--- src/rtl/tw8_timer_regs.vh ---
/*
 * Register offsets, field positions and reset values of the 8-bit timer with
 * waveform modes.
 * Assumes a 32-bit Wishbone slave where each register takes one aligned word.
 */
`ifndef TW8_TIMER_REGS_VH
`define TW8_TIMER_REGS_VH

// ============================================================
// Register byte offsets
`define TW8_OFS_CTRL 8'h00
`define TW8_OFS_COUNT 8'h04
`define TW8_OFS_COMPARE 8'h08
`define TW8_OFS_FLAGS 8'h0c
`define TW8_OFS_DIR 8'h10

// ============================================================
// Control register fields
`define TW8_CTRL_FORCE 7
`define TW8_CTRL_MODE_LO 6
`define TW8_CTRL_OSEL_HI 5
`define TW8_CTRL_OSEL_LO 4
`define TW8_CTRL_MODE_HI 3
`define TW8_CTRL_CSEL_HI 2
`define TW8_CTRL_CSEL_LO 0

// ============================================================
// Flag register fields, write one to clear
`define TW8_FLAG_OVF 0
`define TW8_FLAG_CMP 1

// Direction register field
`define TW8_DIR_OUT 0

// ============================================================
// Waveform modes
`define TW8_MODE_NORMAL 2'h0
`define TW8_MODE_PHASE 2'h1
`define TW8_MODE_CLEAR 2'h2
`define TW8_MODE_FAST 2'h3

// Counter extremes
`define TW8_BOTTOM 8'h00
`define TW8_MAX 8'hff

// ============================================================
// Reset values
`define TW8_RST_CTRL 8'h00
`define TW8_RST_COUNT 8'h00
`define TW8_RST_COMPARE 8'h00
`define TW8_RST_DIR 1'b0

`endif

--- src/rtl/tw8_timer.v ---
/*
 * 8-bit timer/counter with normal, clear-on-match, fast PWM and
 * phase-correct PWM modes, overflow and compare flags and a waveform pin.
 * Assumes a classic Wishbone master on clk_i and a timer clock enable
 * from a prescaler on the same clock.
 */
`timescale 1ns/1ps
`include "tw8_timer_regs.vh"

module tw8_timer
(
  // Clock and reset
  input wire clk_i,
  input wire rst_i,
  // Wishbone slave
  input wire wb_cyc_i,
  input wire wb_stb_i,
  input wire wb_we_i,
  input wire [7:0] wb_adr_i,
  input wire [3:0] wb_sel_i,
  input wire [31:0] wb_dat_i,
  output reg [31:0] wb_dat_o,
  output reg wb_ack_o,
  // Timer clock enable and interrupt service
  input wire tick_i,
  input wire ovf_ack_i,
  input wire cmp_ack_i,
  // Flags
  output wire ovf_flag_o,
  output wire cmp_flag_o,
  // Waveform and port pin
  output reg wave_o,
  output reg pin_o,
  output reg pin_oe_n_o
);

  // ============================================================
  // Register state
  reg [7:0] ctrl;
  reg [7:0] count;
  reg up;
  reg up_matched;
  reg blocked;
  reg dir_out;
  wire [7:0] cmp_buf;
  wire [7:0] cmp_act;

  // Decoded control fields
  wire [1:0] mode;
  wire [1:0] osel;
  wire pwm;
  assign mode = {ctrl[`TW8_CTRL_MODE_HI], ctrl[`TW8_CTRL_MODE_LO]};
  assign osel = {ctrl[`TW8_CTRL_OSEL_HI], ctrl[`TW8_CTRL_OSEL_LO]};
  assign pwm = mode[0];

  // ============================================================
  // Bus access decode
  wire acc;
  wire wr;
  wire wr_ctrl;
  wire wr_count;
  wire wr_cmp;
  wire wr_flags;
  wire wr_dir;
  assign acc = wb_cyc_i && wb_stb_i && !wb_ack_o;
  assign wr = acc && wb_we_i && wb_sel_i[0];
  assign wr_ctrl = wr && (wb_adr_i == `TW8_OFS_CTRL);
  assign wr_count = wr && (wb_adr_i == `TW8_OFS_COUNT);
  assign wr_cmp = wr && (wb_adr_i == `TW8_OFS_COMPARE);
  assign wr_flags = wr && (wb_adr_i == `TW8_OFS_FLAGS);
  assign wr_dir = wr && (wb_adr_i == `TW8_OFS_DIR);

  // Force strobe works only in the non-PWM modes
  wire force_cmp;
  assign force_cmp = wr_ctrl && wb_dat_i[`TW8_CTRL_FORCE] && !wb_dat_i[`TW8_CTRL_MODE_LO];

  // ============================================================
  // Compare match and extremes
  // A counter write masks the match on the next tick so software can
  // preload equal values without a spurious event
  wire match;
  wire at_max;
  wire at_bottom;
  wire advance;
  assign at_max = (count == `TW8_MAX);
  assign at_bottom = (count == `TW8_BOTTOM);
  assign match = (count == cmp_act) && !blocked;
  assign advance = tick_i && !wr_count;

  // Top strobe for loading the compare buffer in PWM modes
  wire top_load;
  assign top_load = advance && pwm && at_max;

  // Compare value seen after a top load, used for the top-of-count cases
  wire [7:0] cmp_next;
  assign cmp_next = top_load ? cmp_buf : cmp_act;

  // ============================================================
  // Counting sequence
  reg [7:0] next_count;
  reg next_up;
  reg set_ovf;
  reg set_cmp;
  always @*
  begin
    next_count = count;
    next_up = up;
    set_ovf = 1'b0;
    set_cmp = 1'b0;
    if (wr_count)
      next_count = wb_dat_i[7:0];
    else if (tick_i)
    begin
      set_cmp = match;
      case (mode)
        `TW8_MODE_NORMAL:
        begin
          next_count = count + 8'h01;
          set_ovf = at_max;
        end
        `TW8_MODE_CLEAR:
        begin
          // A compare below the count is missed until the wrap
          if (match)
            next_count = `TW8_BOTTOM;
          else
            next_count = count + 8'h01;
          set_ovf = at_max;
        end
        `TW8_MODE_FAST:
        begin
          if (at_max)
            next_count = `TW8_BOTTOM;
          else
            next_count = count + 8'h01;
          set_ovf = at_max;
        end
        `TW8_MODE_PHASE:
        begin
          // Full 8-bit range; MAX and bottom each last one tick
          if (up)
          begin
            if (at_max)
            begin
              next_up = 1'b0;
              next_count = `TW8_MAX - 8'h01;
            end
            else
              next_count = count + 8'h01;
          end
          else
          begin
            if (at_bottom)
            begin
              next_up = 1'b1;
              next_count = `TW8_BOTTOM + 8'h01;
            end
            else
              next_count = count - 8'h01;
          end
          set_ovf = at_bottom;
        end
        default:
        begin
          next_count = count;
        end
      endcase
    end
  end

  // ============================================================
  // Waveform generation
  // Match actions: 1 toggles, 2 clears, 3 sets; PWM modes reshape these
  reg next_wave;
  reg next_upm;
  reg ignore_top;
  reg up_eff;
  always @*
  begin
    next_wave = wave_o;
    next_upm = up_matched;
    ignore_top = (cmp_act == `TW8_MAX) && osel[1];
    up_eff = up || at_bottom;
    if (force_cmp)
    begin
      // Forced match changes only the output, never flags or counter
      case (wb_dat_i[`TW8_CTRL_OSEL_HI:`TW8_CTRL_OSEL_LO])
        2'h1: next_wave = !wave_o;
        2'h2: next_wave = 1'b0;
        2'h3: next_wave = 1'b1;
        default: next_wave = wave_o;
      endcase
    end
    else if (advance)
    begin
      case (mode)
        `TW8_MODE_NORMAL, `TW8_MODE_CLEAR:
        begin
          if (match && osel == 2'h1)
            next_wave = !wave_o;
          else if (match && osel == 2'h2)
            next_wave = 1'b0;
          else if (match && osel == 2'h3)
            next_wave = 1'b1;
        end
        `TW8_MODE_FAST:
        begin
          if (match && osel == 2'h1)
            next_wave = !wave_o;
          else if (match && osel[1] && !ignore_top)
            next_wave = osel[0];
          if (at_max && osel[1])
            next_wave = !osel[0];
        end
        `TW8_MODE_PHASE:
        begin
          // Bottom is treated as the start of the up slope
          if (match && osel[1] && !ignore_top)
          begin
            next_wave = up_eff ? osel[0] : !osel[0];
            if (up_eff)
              next_upm = 1'b1;
          end
          if (at_max && osel[1])
          begin
            if (cmp_next == `TW8_MAX)
              next_wave = !osel[0];
            else if (!up_matched)
              next_wave = osel[0];
          end
          if (at_max)
            next_upm = 1'b0;
        end
        default:
        begin
          next_wave = wave_o;
        end
      endcase
    end
  end

  // ============================================================
  // Counter, direction and match blocking
  always @(posedge clk_i)
  begin
    if (rst_i)
    begin
      count <= `TW8_RST_COUNT;
      up <= 1'b1;
      up_matched <= 1'b0;
      blocked <= 1'b0;
      wave_o <= 1'b0;
    end
    else
    begin
      count <= next_count;
      up <= next_up;
      up_matched <= next_upm;
      wave_o <= next_wave;
      // Block lasts until the next tick that follows the write
      if (wr_count)
        blocked <= 1'b1;
      else if (tick_i)
        blocked <= 1'b0;
    end
  end

  // ============================================================
  // Compare value store
  tw8_cmp_buf u_cmp
  (
    .clk_i(clk_i),
    .rst_i(rst_i),
    .wr_i(wr_cmp),
    .wdata_i(wb_dat_i[7:0]),
    .pwm_i(pwm),
    .load_i(top_load),
    .buf_o(cmp_buf),
    .active_o(cmp_act)
  );

  // ============================================================
  // Event flags, one cell per flag
  wire [1:0] flag_set;
  wire [1:0] flag_clr;
  wire [1:0] flags;
  assign flag_set = {set_cmp && !wr_count, set_ovf && !wr_count};
  assign flag_clr[`TW8_FLAG_OVF] = ovf_ack_i || (wr_flags && wb_dat_i[`TW8_FLAG_OVF]);
  assign flag_clr[`TW8_FLAG_CMP] = cmp_ack_i || (wr_flags && wb_dat_i[`TW8_FLAG_CMP]);
  genvar gi;
  generate
    for (gi = 0; gi < 2; gi = gi + 1)
    begin : g_flag
      tw8_flag u_flag
      (
        .clk_i(clk_i),
        .rst_i(rst_i),
        .set_i(flag_set[gi]),
        .clr_i(flag_clr[gi]),
        .flag_o(flags[gi])
      );
    end
  endgenerate
  assign ovf_flag_o = flags[`TW8_FLAG_OVF];
  assign cmp_flag_o = flags[`TW8_FLAG_CMP];

  // ============================================================
  // Control and direction registers
  // The force bit is a strobe and is never stored
  always @(posedge clk_i)
  begin
    if (rst_i)
    begin
      ctrl <= `TW8_RST_CTRL;
      dir_out <= `TW8_RST_DIR;
    end
    else
    begin
      if (wr_ctrl)
        ctrl <= {1'b0, wb_dat_i[6:0]};
      if (wr_dir)
        dir_out <= wb_dat_i[`TW8_DIR_OUT];
    end
  end

  // ============================================================
  // Port pin drive
  // Pin shows the waveform only with an output select and output direction
  always @(posedge clk_i)
  begin
    if (rst_i)
    begin
      pin_o <= 1'b0;
      pin_oe_n_o <= 1'b1;
    end
    else
    begin
      pin_o <= next_wave;
      pin_oe_n_o <= !(dir_out && (osel != 2'h0));
    end
  end

  // ============================================================
  // Wishbone answer
  // One wait-free ack per request; unmapped offsets read as zero
  reg [7:0] rd_byte;
  always @*
  begin
    case (wb_adr_i)
      `TW8_OFS_CTRL: rd_byte = ctrl;
      `TW8_OFS_COUNT: rd_byte = count;
      `TW8_OFS_COMPARE: rd_byte = cmp_buf;
      `TW8_OFS_FLAGS: rd_byte = {6'h00, flags};
      `TW8_OFS_DIR: rd_byte = {7'h00, dir_out};
      default: rd_byte = 8'h00;
    endcase
  end

  always @(posedge clk_i)
  begin
    if (rst_i)
    begin
      wb_ack_o <= 1'b0;
      wb_dat_o <= 32'h00000000;
    end
    else
    begin
      wb_ack_o <= acc;
      if (acc && !wb_we_i)
        wb_dat_o <= {24'h000000, rd_byte};
    end
  end

endmodule

--- src/rtl/tw8_flag.v ---
/*
 * One sticky event flag: hardware sets it, software or interrupt service
 * clears it.
 * Assumes set and clear pulses come from logic on the same clock.
 */
`timescale 1ns/1ps

module tw8_flag
(
  // Clock and reset
  input wire clk_i,
  input wire rst_i,
  // Events
  input wire set_i,
  input wire clr_i,
  // State
  output reg flag_o
);

  // ============================================================
  // Sticky flag
  // A set in the same cycle as a clear wins, so no event is lost
  always @(posedge clk_i)
  begin
    if (rst_i)
      flag_o <= 1'b0;
    else if (set_i)
      flag_o <= 1'b1;
    else if (clr_i)
      flag_o <= 1'b0;
  end

endmodule

--- src/rtl/tw8_cmp_buf.v ---
/*
 * Compare value store: a software-visible buffer and the active value that
 * the comparator uses.
 * Assumes the load strobe marks the top of the count in a PWM mode.
 */
`timescale 1ns/1ps
`include "tw8_timer_regs.vh"

module tw8_cmp_buf
(
  // Clock and reset
  input wire clk_i,
  input wire rst_i,
  // Software write
  input wire wr_i,
  input wire [7:0] wdata_i,
  // Mode and top strobe
  input wire pwm_i,
  input wire load_i,
  // Values
  output reg [7:0] buf_o,
  output reg [7:0] active_o
);

  // ============================================================
  // Buffered in PWM modes so a period never sees two compare values
  always @(posedge clk_i)
  begin
    if (rst_i)
    begin
      buf_o <= `TW8_RST_COMPARE;
      active_o <= `TW8_RST_COMPARE;
    end
    else
    begin
      if (wr_i)
        buf_o <= wdata_i;
      if (wr_i && !pwm_i)
        active_o <= wdata_i;
      else if (pwm_i && load_i)
        active_o <= buf_o;
    end
  end

endmodule

--- config.mk ---
export PLATFORM = sky130hd
export DESIGN_NAME = tw8_timer
export DESIGN_NICKNAME = d
export VERILOG_FILES = /design/src/rtl/tw8_timer.v /design/src/rtl/tw8_flag.v /design/src/rtl/tw8_cmp_buf.v
export VERILOG_INCLUDE_DIRS = /design/src /design/src/rtl
export SDC_FILE = /design/constraint.sdc
export NUM_CORES = 1
export LEC_CHECK = 0
export ABC_AREA = 1
export BUFFER_PORTS_ARGS = -buffer_cell sky130_fd_sc_hd__buf_4
export CAP_MARGIN = 10
export CORE_ASPECT_RATIO = 0.6
export CORE_MARGIN = 2
export CORE_UTILIZATION = 30
export CTS_CLUSTER_DIAMETER = 60
export DETAILED_ROUTE_END_ITERATION = 10
export PLACE_DENSITY = 0.58
export SYNTH_ARGS = -nofsm -noshare
export SYNTH_HDL_FRONTEND = slang
export SYNTH_SLANG_ARGS = --single-unit
export TNS_END_PERCENT = 10
--- constraint.sdc ---
create_clock -name clk_i -period 1.8 [get_ports clk_i]
set_input_delay 0 -clock clk_i [delete_from_list [all_inputs] [get_ports clk_i]]
set_output_delay 0 -clock clk_i [all_outputs]
set_load 0.005 [all_outputs]
### Yosys cells after proc, flatten, opt, wreduce, memory -nomap -nowiden

Cells that the tools add are included.

* logic and storage cells: 141
* output and inout port bits: 38
* register bits: 48

* equality and inequality tests: 20
* add/subtract/negate cells: 2
* reductions and logical operators: 59
* multiplexer cells: 44
* bitwise gates (word level): 2

Operators by type and width (count)
* $mux 8: 10
* $pmux 8 s5: 1
* $pmux 8 s4: 1
* $logic_and 1x1->1: 30
* $mux 1: 29
* $eq 8x8->1 const B: 3
* $eq 8x4->1 const B: 2
* $logic_not 8->1: 2
* $reduce_bool 2->1: 8
* $eq 2x2->1 const B: 6
* $logic_not 1->1: 10
* $ne 5x5->1 const B: 2
* $add 8x1->8 const B: 1
* $eq 8x3->1 const B: 1
* $eq 8x5->1 const B: 1
* $eq 8x8->1: 1
* $sub 8x1->8 const B: 1
* $eq 2x1->1 const B: 3
* $pmux 1 s3: 2
* $reduce_and 5->1: 1
* $ne 4x1->1 const B: 1
* $reduce_and 4->1: 1
* $logic_or 1x1->1: 3
* $reduce_and 3->1: 1
* 5 further kinds: 6

### Longest topological paths before layout

Gate-level depths: netlist of run 1.

* word-level depth: 16
* mapped depth: 18

### Cells and area by module

From an unflattened synthesis of run 1, not the netlist that was laid out.

* cells, all modules: 558
* area, all modules: 3493.4 um^2

Modules (own cells, without submodules)
* tw8_timer: cells each 441, area an instance 2650.0 um^2, seq. area each 600.6 um^2, instances 1
* tw8_cmp_buf: cells each 107, area an instance 763.2 um^2, seq. area each 320.3 um^2, instances 1
* tw8_flag: cells each 5, area an instance 40.0 um^2, seq. area each 20.0 um^2, instances 2

### Worst setup path after synthesis of run 1

Ideal clock, no wire load.

* path kind: register -> register
* start point: reg count[0]
* end point: reg pin_o
* setup slack: -215 ps
* library setup time: 131 ps
* buffers on the path: 1
* arrival time: 1884 ps
* stages on the path, launching flop included: 16
* required time: 1669 ps
* cells stage by stage: dfxtp_1 > ha_1 > nand3_2 > nor3_4 > nand4_4 > buf_6 > o21ai_4 > nand2_2 > nor2_2 > nand2_1 > nand2_1 > nand3_1 > nand2_1 > nand2_1 > nand2_1 > a21oi_2

* word-level cells in the longest chain between the ends: 11
* elaborated cells on any way between the ends: 29

Ends and longest elaborated chain
* from (decl): line tw8_timer.v:40 `reg [7:0] count;`
* from (signal assigned): line tw8_timer.v:248 `` count <= `TW8_RST_COUNT; ``
* from (signal assigned): line tw8_timer.v:256 `count <= next_count;`
* $eq 8x8->1: line tw8_timer.v:87 `assign match = (count == cmp_act) && !blocked;`
* $logic_and 1x1->1: line tw8_timer.v:87
* $logic_and 1x1->1 (2 in a row): line tw8_timer.v:210, tw8_timer.v:218
* $mux 1: line tw8_timer.v:218 `if (match && osel[1] && !ignore_top)`
* $mux 1: line tw8_timer.v:228 `else if (!up_matched)`
* $mux 1: line tw8_timer.v:226 `` if (cmp_next == `TW8_MAX) ``
* $mux 1: line tw8_timer.v:224 `if (at_max && osel[1])`
* $pmux 1 s3: line tw8_timer.v:196 `case (mode)`
* $mux 1: line tw8_timer.v:194 `else if (advance)`
* $mux 1: line tw8_timer.v:184 `if (force_cmp)`
* to (signal assigned): line tw8_timer.v:338 `pin_o <= next_wave;`
* to (decl): line tw8_timer.v:33 `output reg pin_o,`

Parallel ways exist; a longest one is shown, timed or not. The select of a mux whose other input is x is not followed.
A chain may end at the register's enable or synchronous reset.

### Final worst setup path of run 1

* start point: reg count[1]
* end point: reg pin_o

Same word-level chain as after synthesis.

==> results by group, run 1 <==
Critical path
  • List of cells traversed by the critical path: inv_1 > buf_4 > ha_1 > nand3_2 > nand2_1 > nand2_1 > nand2_1 > nand3_1 > nand2_1 > a21oi_1 > buf_4 > nand2_2 > nand3_2 > nand2_1 > nand2_1 > nand2_1 > a21oi_2
  • Data arrival time of the critical path: 2.22 ns
  • CP Buf/Inv Count: 3
  • Worst Setup Path Type: reg2reg
  • Critical path capture point type: flop
  • CP top delay family: simple AND/OR/NAND/NOR gates
  • Slowest cell on the critical path: sky130_fd_sc_hd__dfxtp_4
  • Delay of the slowest critical-path stage: 0.36 ns
  • Kind of launch point of the worst setup path: flop
  • Dominant cell type by count on the critical path: sky130_fd_sc_hd__nand2_1
  • Critical Path RT: 1.98 ns
  • Largest fanout on the critical path: 5

Job
  • Maximum capacitance violations: 0

Timing
  • Fmax: 489 MHz
  • RSZ-0062 raised after global routing: yes
  • Post-route worst setup slack: -0.243 ns
  • Worst slew pin tran: 0.518 ns
  • Maximum clock skew at final layout: 0.00625 ns
  • Total of endpoints with negative setup slack in the final report: 8
  • Time the final worst path needs with I/O delays and setup: 2.04 ns
  • Sum of negative setup slack: -0.848 ns
  • Number of endpoints with negative hold slack in the final report: 0
  • Final slew viol count: 0
  • Final cycle utilization of the critical path: 114%
  • Normalized max-slew margin: 65.4%

Logic synthesis
  • Count of synthesis-stage warnings from yosys: 0
  • Share of the synthesized area in the top cell type: 30.3%
  • Top cell types by occurrence after synthesis: sky130_fd_sc_hd__nand2_1, sky130_fd_sc_hd__inv_1, sky130_fd_sc_hd__dfxtp_1, sky130_fd_sc_hd__nor2_1, sky130_fd_sc_hd__a21oi_1
  • Average footprint of a synthesized cell: 6.64 µm²
  • Predominant post-synthesis flop cell: sky130_fd_sc_hd__dfxtp_1
  • Cell taking the most area after synthesis: sky130_fd_sc_hd__dfxtp_1
  • Ys async rst share: 0%
  • Count of distinct cell types in the synthesized netlist: 44
  • Flip-flop and latch count after synthesis: 48
  • Syn Inst Count: 477
  • Post-synthesis sequential area ratio: 30.3%
  • Most repeated cell in the gate-level netlist after synthesis: sky130_fd_sc_hd__nand2_1
  • Count of flip-flops with a built-in enable after synthesis: 0
  • Largest cells by area after synthesis: sky130_fd_sc_hd__dfxtp_1, sky130_fd_sc_hd__nand2_1, sky130_fd_sc_hd__a21oi_1
  • Synth Cell Area: 3170 µm²

CTS
  • Number of levels in the clock H-tree: 2
  • Root buffer cell: sky130_fd_sc_hd__clkbuf_16
  • Clock-pin slew on the worst setup and hold paths: 0.07 ns
  • Maximum buffer depth of the clock tree: 2
  • CTS Sinks: 48
  • Insertion delay of the later-clocked pin in the worst-skew pair: 0.30 ns
  • CTS tree: built
  • Number of buffers added by the clock tree synthesis step: 5

Global routing
  • Grt total ovfl: 0
  • Via count of the first global-routing pass: 3588
  • Initial antenna violation count: 0
  • Global-route wire length before repair: 18.8 mm
  • Pin count of the biggest net entering global routing: 21
  • Global routing usage summed across all routing layers: 21.2%

Drt
  • Violation count after the first detailed-routing iteration: 326
  • DR vias: 3773
  • 1st-pass router iterations: 5
  • Antenna viol nets, final: 0
  • DRC: 0
  • Number of vias per cell: 5.05
  • Routed wire per std cell: 15.7 µm
  • Total Wirelength: 11.7 mm

Place
  • Routability cong.: 0.945
  • Setup slack after placement: -0.345 ns
  • Cell area after placement: 4210 µm²
  • Count of buffers from port buffering: 38
  • DPL Wire Length: 9.24 mm

Floorplanning
  • Chip height: 83.6 µm
  • FP Rows: 29
  • Overall die area: 11400 µm²
  • Count of pins on the block boundary: 90
  • Starting Density: 30.4%
  • Floorplan core area: 10400 µm²
  • Overall die width: 137 µm

Finish
  • Multi-input gate area in the final layout: 1980 µm²
  • Fraction of layout cells with a size suffix above 1: 33.1%
  • Register area: 975 µm²
  • Final-stage net count: 662
  • Util after Layout: 44.1%
  • Area overhead of the layout relative to synthesis: 44.9%
  • Non-Filler Cell Area, Final: 4590 µm²
  • Count of inserted antenna diode cells: 0
  • FILL cells: 1042

Outcome
  • Violations in the final reports: setup timing
  • Outcome: complete, but fails checks

Pwr
  • Int Pwr: 1.89 mW
  • Power density over cell area: 551 nW/µm²
  • Net Switching: 0.637 mW
  • VDD IR max: 0.356 mV
  • Reported leakage power: 1.94 nW
  • Fraction of power consumed by the clock network: 45.6%
  • Combinational group share of total power: 12.0%
  • Proportion of power drawn by flip-flops and latches: 42.5%
  • Switching part of the total power: 25.2%
  • Tot Pwr: 2.53 mW

Hold path
  • Type of the most critical hold path: in2reg
==> layer usage <==
layer,GRT usage [%],vias up,routed length (µm)
li1,-,1817,-
met1,33.3,1782,6020
met2,28.6,163,4520
met3,5.65,11,1090
met4,3.88,0,115
met5,0,-,0
==> state kept, by name, summed over array words and instances, names as in the netlist <==
signal,cells
pin_oe_n_o,1
wb_dat_o,8
up,1
pin_o,1
ctrl,7
g_flag.u_flag.flag_o,2
count,8
wb_ack_o,1
blocked,1
u_cmp.buf_o,8
u_cmp.active_o,8
dir_out,1
up_matched,1
==> final cells by class <==
type | count | share of cell area (%)
multi-input cells | 359 | 43.2
inverters | 57 | 4.71
clock inverters | 2 | 0.845
flip-flops and latches | 48 | 21.2
clock buffers | 6 | 3.02
repair buffers | 136 | 23.2
well taps | 139 | 3.79
==> final timing paths <==
| path | endpoint | start | slack, ns | cells past startpoint |
|---|---|---|---|---|
| setup / recovery | pin_o | count[1] | -0.24 | 17 |
| hold / removal | g_flag[0].u_flag.flag_o | ovf_ack_i | 0.006 | 4 |
| setup reg to reg | pin_o | count[1] | -0.24 | 17 |
| hold reg to reg | pin_oe_n_o | dir_out | 0.44 | 1 |
==> stage by stage <==
step	hold slack, ns	instances
2_1_floorplan	0.135	500
3_3_place_gp	0.275	735
3_5_place_dp	0.285	735
4_1_cts	0.00212	747
5_1_grt	0.0101	747
6_report	0.00571	747
==> worst register-to-register path: stages (launching register included) <==
cell	delay, ns
sky130_fd_sc_hd__dfxtp_4	0.36
sky130_fd_sc_hd__inv_1	0.08
sky130_fd_sc_hd__buf_4	0.18
sky130_fd_sc_hd__ha_1	0.20
sky130_fd_sc_hd__nand3_2	0.14
sky130_fd_sc_hd__nand2_1	0.11
sky130_fd_sc_hd__nand2_1	0.05
sky130_fd_sc_hd__nand2_1	0.08
sky130_fd_sc_hd__nand3_1	0.09
sky130_fd_sc_hd__nand2_1	0.11
sky130_fd_sc_hd__a21oi_1	0.07
sky130_fd_sc_hd__buf_4	0.14
sky130_fd_sc_hd__nand2_2	0.06
sky130_fd_sc_hd__nand3_2	0.05
sky130_fd_sc_hd__nand2_1	0.06
sky130_fd_sc_hd__nand2_1	0.04
sky130_fd_sc_hd__nand2_1	0.06
sky130_fd_sc_hd__a21oi_2	0.05
==> cell families (layout without fill, tap and decap cells) <==
logic type	count (synthesis)	count (layout)	synth area share, %
other cells	1	24	0.118
flops	48	48	30.3
compound gates	129	129	23.8
buf+inv	93	201	14.5
xor+xnor	10	10	2.76
simple gates	193	193	27.3
fa+ha+maj	3	3	1.18
==> power groups by stage <==
stage	Combinational, mW	Clock, mW	Sequential [mW]
final	0.302	1.15	1.07
after global routing	0.328	1.21	1.08
after CTS	0.286	1.17	1.07
after detailed placement	0.269	0	1.10
after global placement	0.268	0	1.10
after floorplan	0.151	0	1.10
==> what timing repair did <==
item,4_1_cts,5_1_grt
hold endpoints to repair,2,0
setup endpoints to repair,16,29
hold buffers,2,0
setup buffers,2,0
gates resized for setup,39,23
pin swaps,12,8
==> cells in the final DEF, fill, tap and decap left out, drive strengths merged, types with 2 or more instances in the layout <==
cell type and instances:
a211oi 6, a21oi 45, a311oi 2, a31oi 15
buf 134, clkbuf 6, conb 24, dfxtp 48
dlygate4sd3 2, ha 3, inv 57, nand2 103
nand3 16, nand3b 2, nand4 9, nor2 52
nor3 8, nor4 2, o211ai 2, o21ai 44
o221ai 5, o22ai 4, xnor2 4, xor2 6
Power figures use the tool's default switching activity.
==> run 2, diff against run 1 <==
Settings changed: HOLD_SLACK_MARGIN set to 0.12, PLACE_DENSITY 0.58 to 0.64.
==> results by group, run 2 (synthesis results as in run 1) <==
Outcome
  • Outcome: complete, but fails checks
  • Violations in the final reports: setup timing

Timing
  • Time the final worst path needs with I/O delays and setup: 1.99 ns (-0.0529 ns)
  • Sum of negative setup slack: -0.812 ns (+0.0363 ns)
  • Final slew viol count: 0 (unchanged)
  • Number of endpoints with negative hold slack in the final report: 0 (unchanged)
  • Final worst hold slack: 0.164 ns (+0.158 ns)
  • Maximum clock skew at final layout: 0.00636 ns (+0.000101 ns)
  • Fmax: 502 MHz (+2.7%)
  • Final cycle utilization of the critical path: 111% (-2.9 points)
  • RSZ-0062 raised after global routing: yes
  • Total of endpoints with negative setup slack in the final report: 9 (+1)
  • Post-route worst setup slack: -0.190 ns (+0.0529 ns)

Job
  • Maximum capacitance violations: 0 (unchanged)

Place
  • Routability cong.: 0.980 (+3.8%)
  • Count of buffers from port buffering: 38 (unchanged)
  • DPL Wire Length: 9.23 mm (about the same)
  • Cell area after placement: 4130 µm² (-1.8%)

Drt
  • Violation count after the first detailed-routing iteration: 300 (-8.0%)
  • 1st-pass router iterations: 4 (-1)
  • DR vias: 3745 (-0.74%)
  • Routed wire per std cell: 15.4 µm (-1.8%)
  • Total Wirelength: 11.5 mm (-2.1%)
  • DRC: 0 (unchanged)
  • Number of vias per cell: 5.03 (-0.48%)
  • Antenna viol nets, final: 0 (unchanged)

Critical path
  • Dominant cell type by count on the critical path: sky130_fd_sc_hd__nand2_1
  • Critical path capture point type: flop
  • List of cells traversed by the critical path: ha_4 > nand3_4 > nor3_4 > nand4_4 > buf_6 > o21ai_4 > nand2_2 > nor2_4 > nand2_1 > nand2_1 > nand3_1 > nand2_1 > nand2_1 > nand2_1 > a21oi_2
  • Data arrival time of the critical path: 2.16 ns (-0.06 ns)
  • Delay of the slowest critical-path stage: 0.38 ns (+0.02 ns)
  • Largest fanout on the critical path: 4 (-1)
  • Critical Path RT: 1.97 ns (about the same)
  • Kind of launch point of the worst setup path: flop
  • Worst Setup Path Type: reg2reg
  • Worst reg-to-reg path cell count: 15 (-2)
  • Slowest cell on the critical path: sky130_fd_sc_hd__dfxtp_4

Finish
  • Fraction of layout cells with a size suffix above 1: 31.0% (-2.0 points)
  • Multi-input gate area in the final layout: 1970 µm² (-0.76%)
  • Area overhead of the layout relative to synthesis: 43.3%
  • Count of inserted antenna diode cells: 0 (unchanged)
  • Most frequent standard cell in the layout excluding fill and tap cells: sky130_fd_sc_hd__buf_4
  • Commonest non-fill, non-tap cells in the layout: sky130_fd_sc_hd__buf_4, sky130_fd_sc_hd__nand2_1, sky130_fd_sc_hd__inv_1
  • Util after Layout: 43.6% (-0.49 points)
  • FILL cells: 1067 (+2.4%)
  • Non-Filler Cell Area, Final: 4540 µm² (-1.1%)
  • Register area: 975 µm² (unchanged)
  • Final-stage net count: 660 (-0.30%)

CTS
  • Insertion delay of the later-clocked pin in the worst-skew pair: 0.29 ns (about the same)
  • CTS Sinks: 48 (unchanged)
  • CTS tree: built
  • Number of buffers added by the clock tree synthesis step: 5 (unchanged)
  • Clock-pin slew on the worst setup and hold paths: 0.07 ns (about the same)
  • Root buffer cell: sky130_fd_sc_hd__clkbuf_16
  • Maximum buffer depth of the clock tree: 2 (unchanged)
  • Number of levels in the clock H-tree: 2 (unchanged)

Global routing
  • Via count of the first global-routing pass: 3479 (-3.0%)
  • Global routing usage summed across all routing layers: 20.6% (-0.64 points)
  • Grt total ovfl: 0 (unchanged)
  • Pin count of the biggest net entering global routing: 34 (+62%)
  • Global-route wire length before repair: 18.2 mm (-3.2%)
  • Initial antenna violation count: 0 (unchanged)

Pwr
  • Power density over cell area: 511 nW/µm² (-7.2%)
  • VDD IR max: 0.335 mV (-5.9%)
  • Reported leakage power: 1.89 nW (-2.7%)

Floorplanning
  • Chip height: 83.6 µm (unchanged)
  • Starting Density: 30.4% (unchanged)
  • Overall die width: 137 µm (unchanged)
  • Count of pins on the block boundary: 90 (unchanged)
  • Overall die area: 11400 µm² (unchanged)
  • FP Rows: 29 (unchanged)
  • Floorplan core area: 10400 µm² (unchanged)

Hold path
  • Type of the most critical hold path: in2reg
  • Cell count of the worst hold path: 5 (+1)
-- run 2: cell types whose count changed in the layout (fill, tap and decap cells not counted), moves of 3 or more --
cell and delta:
sky130_fd_sc_hd__inv_2 +3, sky130_fd_sc_hd__buf_4 -11, sky130_fd_sc_hd__dlygate4sd3_1 +10, sky130_fd_sc_hd__nand2_1 +3
-- run 2: repair_timing --
action                     in CTS  in global routing
setup endpoints to repair      16                 24
hold endpoints to repair       28                  1
setup buffers                   0                  0
pin swaps                      12                  6
gates resized for setup        36                 21
hold buffers                   11                  1
-- run 2: critical path, delay by kind of cell, from the launching register on --
| kind | cells | cell delay [ns] |
|---|---|---|
| buffers and inverters | 1 | 0.16 |
| adder cells (fa/ha/maj) | 1 | 0.15 |
| flip-flops | 1 | 0.38 |
| AO/OA/AOI/OAI | 2 | 0.17 |
| AND/OR/NAND/NOR | 11 | 1.00 |
-- run 2: area by class of cell --
type	instances	area share, %
Timing Repair Buffer	134	23.5
Inverter	57	4.71
Tap cell	139	3.83
Clock buffer	7	2.92
Multi-Input combinational cell	359	43.4
Sequential cell	48	21.5
Clock inverter	1	0.193
-- run 2: power breakdown --
group,switching (mW),internal (mW)
sequential,0.00812,1.07
clock,0.415,0.520
combinational,0.175,0.136
-- run 2: worst paths after layout --
check / from / to / slack [ns]
worst min-delay path: wb_adr_i[4] / dir_out / 0.16
worst min register to register: dir_out / pin_oe_n_o / 0.45
worst max register to register: count[0] / pin_o / -0.19
worst max-delay path: count[0] / pin_o / -0.19
-- run 2: stage by stage --
stage                     cells  setup WS, ns  power (mW)
after floorplan             500        -0.188        1.25
after detailed placement    725        -0.268        1.37
after global routing        745        -0.365        2.41
after CTS                   744        -0.187        2.32
final                       745        -0.190        2.32
after global placement      725        -0.285        1.37
-- run 2: layer usage --
| layer | vias up | share of wire (%) | GRT usage (%) |
|---|---|---|---|
| met5 | - | 0 | 0 |
| met4 | 0 | 1.7 | 5.21 |
| met3 | 22 | 11 | 6.92 |
| met2 | 179 | 37 | 25.5 |
| met1 | 1728 | 50 | 32.6 |
| li1 | 1816 | - | - |
==> run 3, diff against run 2 <==
Settings changed: ABC_AREA 1 to not set, CORE_MARGIN 2 to not set, PLACE_DENSITY 0.64 to 0.63.
==> results by group, run 3 <==
CTS
  • CTS tree: built
  • Insertion delay of the later-clocked pin in the worst-skew pair: 0.30 ns (about the same)
  • CTS Sinks: 48 (unchanged)
  • Root buffer cell: sky130_fd_sc_hd__clkbuf_16
  • Clock-pin slew on the worst setup and hold paths: 0.07 ns (about the same)
  • Maximum buffer depth of the clock tree: 2 (unchanged)
  • Number of buffers added by the clock tree synthesis step: 5 (unchanged)
  • Number of levels in the clock H-tree: 2 (unchanged)

Logic synthesis
  • Synth Area in Adders: 1.09% (-0.092 points)
  • Cell taking the most area after synthesis: sky130_fd_sc_hd__dfxtp_1
  • Share of the synthesized area in the top cell type: 28.0% (-2.3 points)
  • Largest cells by area after synthesis: sky130_fd_sc_hd__dfxtp_1, sky130_fd_sc_hd__mux2i_1, sky130_fd_sc_hd__nor2_1
  • Flip-flop and latch count after synthesis: 48 (unchanged)
  • Fraction of the mapped netlist area in simple logic gates: 24.7% (-2.6 points)
  • Top cell types by occurrence after synthesis: sky130_fd_sc_hd__nor2_1, sky130_fd_sc_hd__dfxtp_1, sky130_fd_sc_hd__mux2i_1, sky130_fd_sc_hd__buf_4, sky130_fd_sc_hd__a21oi_1
  • XOR/XNOR Fraction of Synth Area: 4.59% (+1.8 points)
  • Main combinational cell family by area after synthesis: simple AND/OR/NAND/NOR gates
  • Average footprint of a synthesized cell: 8.27 µm² (+25%)
  • Synth Cell Area: 3430 µm² (+8.4%)
  • Count of flip-flops with a built-in enable after synthesis: 0 (unchanged)
  • Count of synthesis-stage warnings from yosys: 0 (unchanged)
  • Multiplexer area fraction after synthesis: 9.62% (+9.6 points)
  • Post-synthesis sequential area ratio: 28.0% (-2.3 points)
  • Predominant post-synthesis flop cell: sky130_fd_sc_hd__dfxtp_1
  • Syn Inst Count: 415 (-13%)
  • Ys async rst share: 0% (unchanged)
  • Most repeated cell in the gate-level netlist after synthesis: sky130_fd_sc_hd__nor2_1
  • Count of distinct cell types in the synthesized netlist: 73 (+66%)
  • Synth Area in Compound Gates: 20.8% (-2.9 points)

Drt
  • Routed wire per std cell: 17.9 µm (+16%)
  • Antenna viol nets, final: 0 (unchanged)
  • Violation count after the first detailed-routing iteration: 376 (+25%)
  • Met1 Routed Length: 5.66 mm (-2.2%)
  • Routed length on met3: 1.52 mm (+20%)
  • 1st-pass router iterations: 6 (+2)
  • Met2 WL post-DR: 4.67 mm (+10%)
  • Total Wirelength: 11.9 mm (+3.7%)
  • DRC: 0 (unchanged)
  • Highest metal used: met4
  • Number of vias per cell: 5.40 (+7.5%)
  • DR vias: 3605 (-3.7%)

Critical path
  • Kind of launch point of the worst setup path: flop
  • Critical path capture point type: flop
  • Data arrival time of the critical path: 2.44 ns (+0.28 ns)
  • Critical Path RT: 1.96 ns (about the same)
  • Largest fanout on the critical path: 6 (+2)
  • Worst Setup Path Type: reg2reg

Finish
  • Fraction of layout cells with a size suffix above 1: 36.4% (+5.3 points)
  • Final-stage net count: 583 (-12%)
  • Non-filler instance count after layout: 667 (-10%)
  • Util after Layout: 43.7% (+0.13 points)
  • FILL cells: 1060 (-0.66%)
  • Count of inserted antenna diode cells: 0 (unchanged)
  • Area overhead of the layout relative to synthesis: 38.2%
  • Most frequent standard cell in the layout excluding fill and tap cells: sky130_fd_sc_hd__buf_4
  • Commonest non-fill, non-tap cells in the layout: sky130_fd_sc_hd__buf_4, sky130_fd_sc_hd__nor2_1, sky130_fd_sc_hd__dfxtp_1, sky130_fd_sc_hd__mux2i_1, sky130_fd_sc_hd__conb_1

Job
  • Maximum capacitance violations: 0 (unchanged)

Global routing
  • Pin count of the biggest net entering global routing: 49 (+44%)
  • Via count of the first global-routing pass: 3409 (-2.0%)
  • Grt total ovfl: 0 (unchanged)
  • Global-route wire length before repair: 18.7 mm (+2.7%)
  • Initial antenna violation count: 0 (unchanged)
  • Global routing usage summed across all routing layers: 20.4% (-0.16 points)

Place
  • Count of buffers from port buffering: 38 (unchanged)
  • Routability cong.: 0.952 (-2.9%)
  • Inst Count DP: 647 (-11%)
  • Setup slack after placement: -0.523 ns (-0.255 ns)
  • DPL Wire Length: 9.33 mm (+1.1%)

Timing
  • Final cycle utilization of the critical path: 127% (+16 points)
  • Sum of negative setup slack: -2.38 ns (-1.57 ns)
  • Final slew viol count: 0 (unchanged)
  • Post-route worst setup slack: -0.484 ns (-0.293 ns)
  • Worst slew pin tran: 0.894 ns
  • Total of endpoints with negative setup slack in the final report: 18 (+9)
  • Fmax: 438 MHz (-13%)
  • Normalized max-slew margin: 39.9%
  • Number of endpoints with negative hold slack in the final report: 0 (unchanged)
  • Maximum clock skew at final layout: 0.00865 ns (+0.00229 ns)
  • RSZ-0062 raised after global routing: yes
  • Time the final worst path needs with I/O delays and setup: 2.28 ns (+0.293 ns)

Pwr
  • Power density over cell area: 502 nW/µm² (-1.8%)
  • Reported leakage power: 1.94 nW (+2.7%)
  • VDD IR max: 0.356 mV (+6.1%)
  • Tot Pwr: 2.38 mW (+2.6%)

Outcome
  • Outcome: complete, but fails checks
  • Violations in the final reports: setup timing

Floorplanning
  • Starting Density: 31.6% (+1.2 points)
  • Count of pins on the block boundary: 90 (unchanged)
  • Chip height: 84.9 µm (+1.5%)
  • Overall die area: 11900 µm² (+4.1%)
  • Floorplan core area: 10800 µm² (+4.2%)
  • Overall die width: 140 µm (+2.5%)
  • FP Rows: 29 (unchanged)

Hold path
  • Type of the most critical hold path: in2reg
-- run 3: metrics by stage --
step	cell area, µm²	hold slack [ns]
after floorplan	3540	0.132
after global placement	4300	0.283
after detailed placement	4300	0.284
after CTS	4650	0.125
after global routing	4740	0.166
final	4740	0.136
-- run 3: what timing repair did --
action,in CTS,in global routing
gates resized for setup,27,17
buffers inserted,1,0
cloned,0,0
hold endpoints to repair,35,0
pin swaps,2,3
hold buffers,12,0
setup endpoints to repair,19,27
-- run 3: where the power goes --
| group | leakage [nW] | total, mW | switching (mW) | internal, mW |
|---|---|---|---|---|
| registers | 0.389 | 1.08 | 0.0116 | 1.07 |
| logic | 1.48 | 0.387 | 0.207 | 0.179 |
| clock network | 0.0667 | 0.913 | 0.407 | 0.506 |
-- run 3: path summary, 6_finish.rpt --
check | from | end | slack [ns] | cells after the start
max | count[1] | pin_o | -0.48 | 9
min reg2reg | dir_out | pin_oe_n_o | 0.46 | 1
min | wb_adr_i[2] | g_flag[0].u_flag.flag_o | 0.14 | 4
max reg2reg | count[1] | pin_o | -0.48 | 9
-- run 3: cell families (layout without fill, tap and decap cells) --
group                    after synthesis  in the layout
AO/OA/AOI/OAI                         96             96
adder cells (fa/ha/maj)                3              3
other                                  1             24
XOR/XNOR                              18             18
AND/OR/NAND/NOR                      153            153
multiplexers                          32             32
buffers and inverters                 64            154
flip-flops                            48             48
-- run 3: layout make-up --
type / count / area [µm²] / area share, %
clock buffer: 6 / 129 / 2.72
clock inverter: 1 / 5.00 / 0.105
inverter: 11 / 43.8 / 0.923
multi-input combinational: 326 / 2360 / 49.7
sequential: 48 / 966 / 20.4
tap: 139 / 174 / 3.67
timing repair buffer: 136 / 1070 / 22.6
-- run 3: per-layer routing --
layer | GRT usage [%] | up-vias
li1 | - | 1678
met2 | 28.3 | 198
met4 | 3.70 | 0
met3 | 7.51 | 8
met1 | 30.0 | 1721
met5 | 0 | -
-- run 3: critical path: stages, from the launching register on --
cell	delay (ns)
sky130_fd_sc_hd__dfxtp_2	0.36
sky130_fd_sc_hd__inv_2	0.06
sky130_fd_sc_hd__ha_1	0.15
sky130_fd_sc_hd__or3b_4	0.38
sky130_fd_sc_hd__or2_4	0.27
sky130_fd_sc_hd__a211o_1	0.30
sky130_fd_sc_hd__mux2i_4	0.21
sky130_fd_sc_hd__nor3b_2	0.08
sky130_fd_sc_hd__a211oi_2	0.24
sky130_fd_sc_hd__o41ai_2	0.10
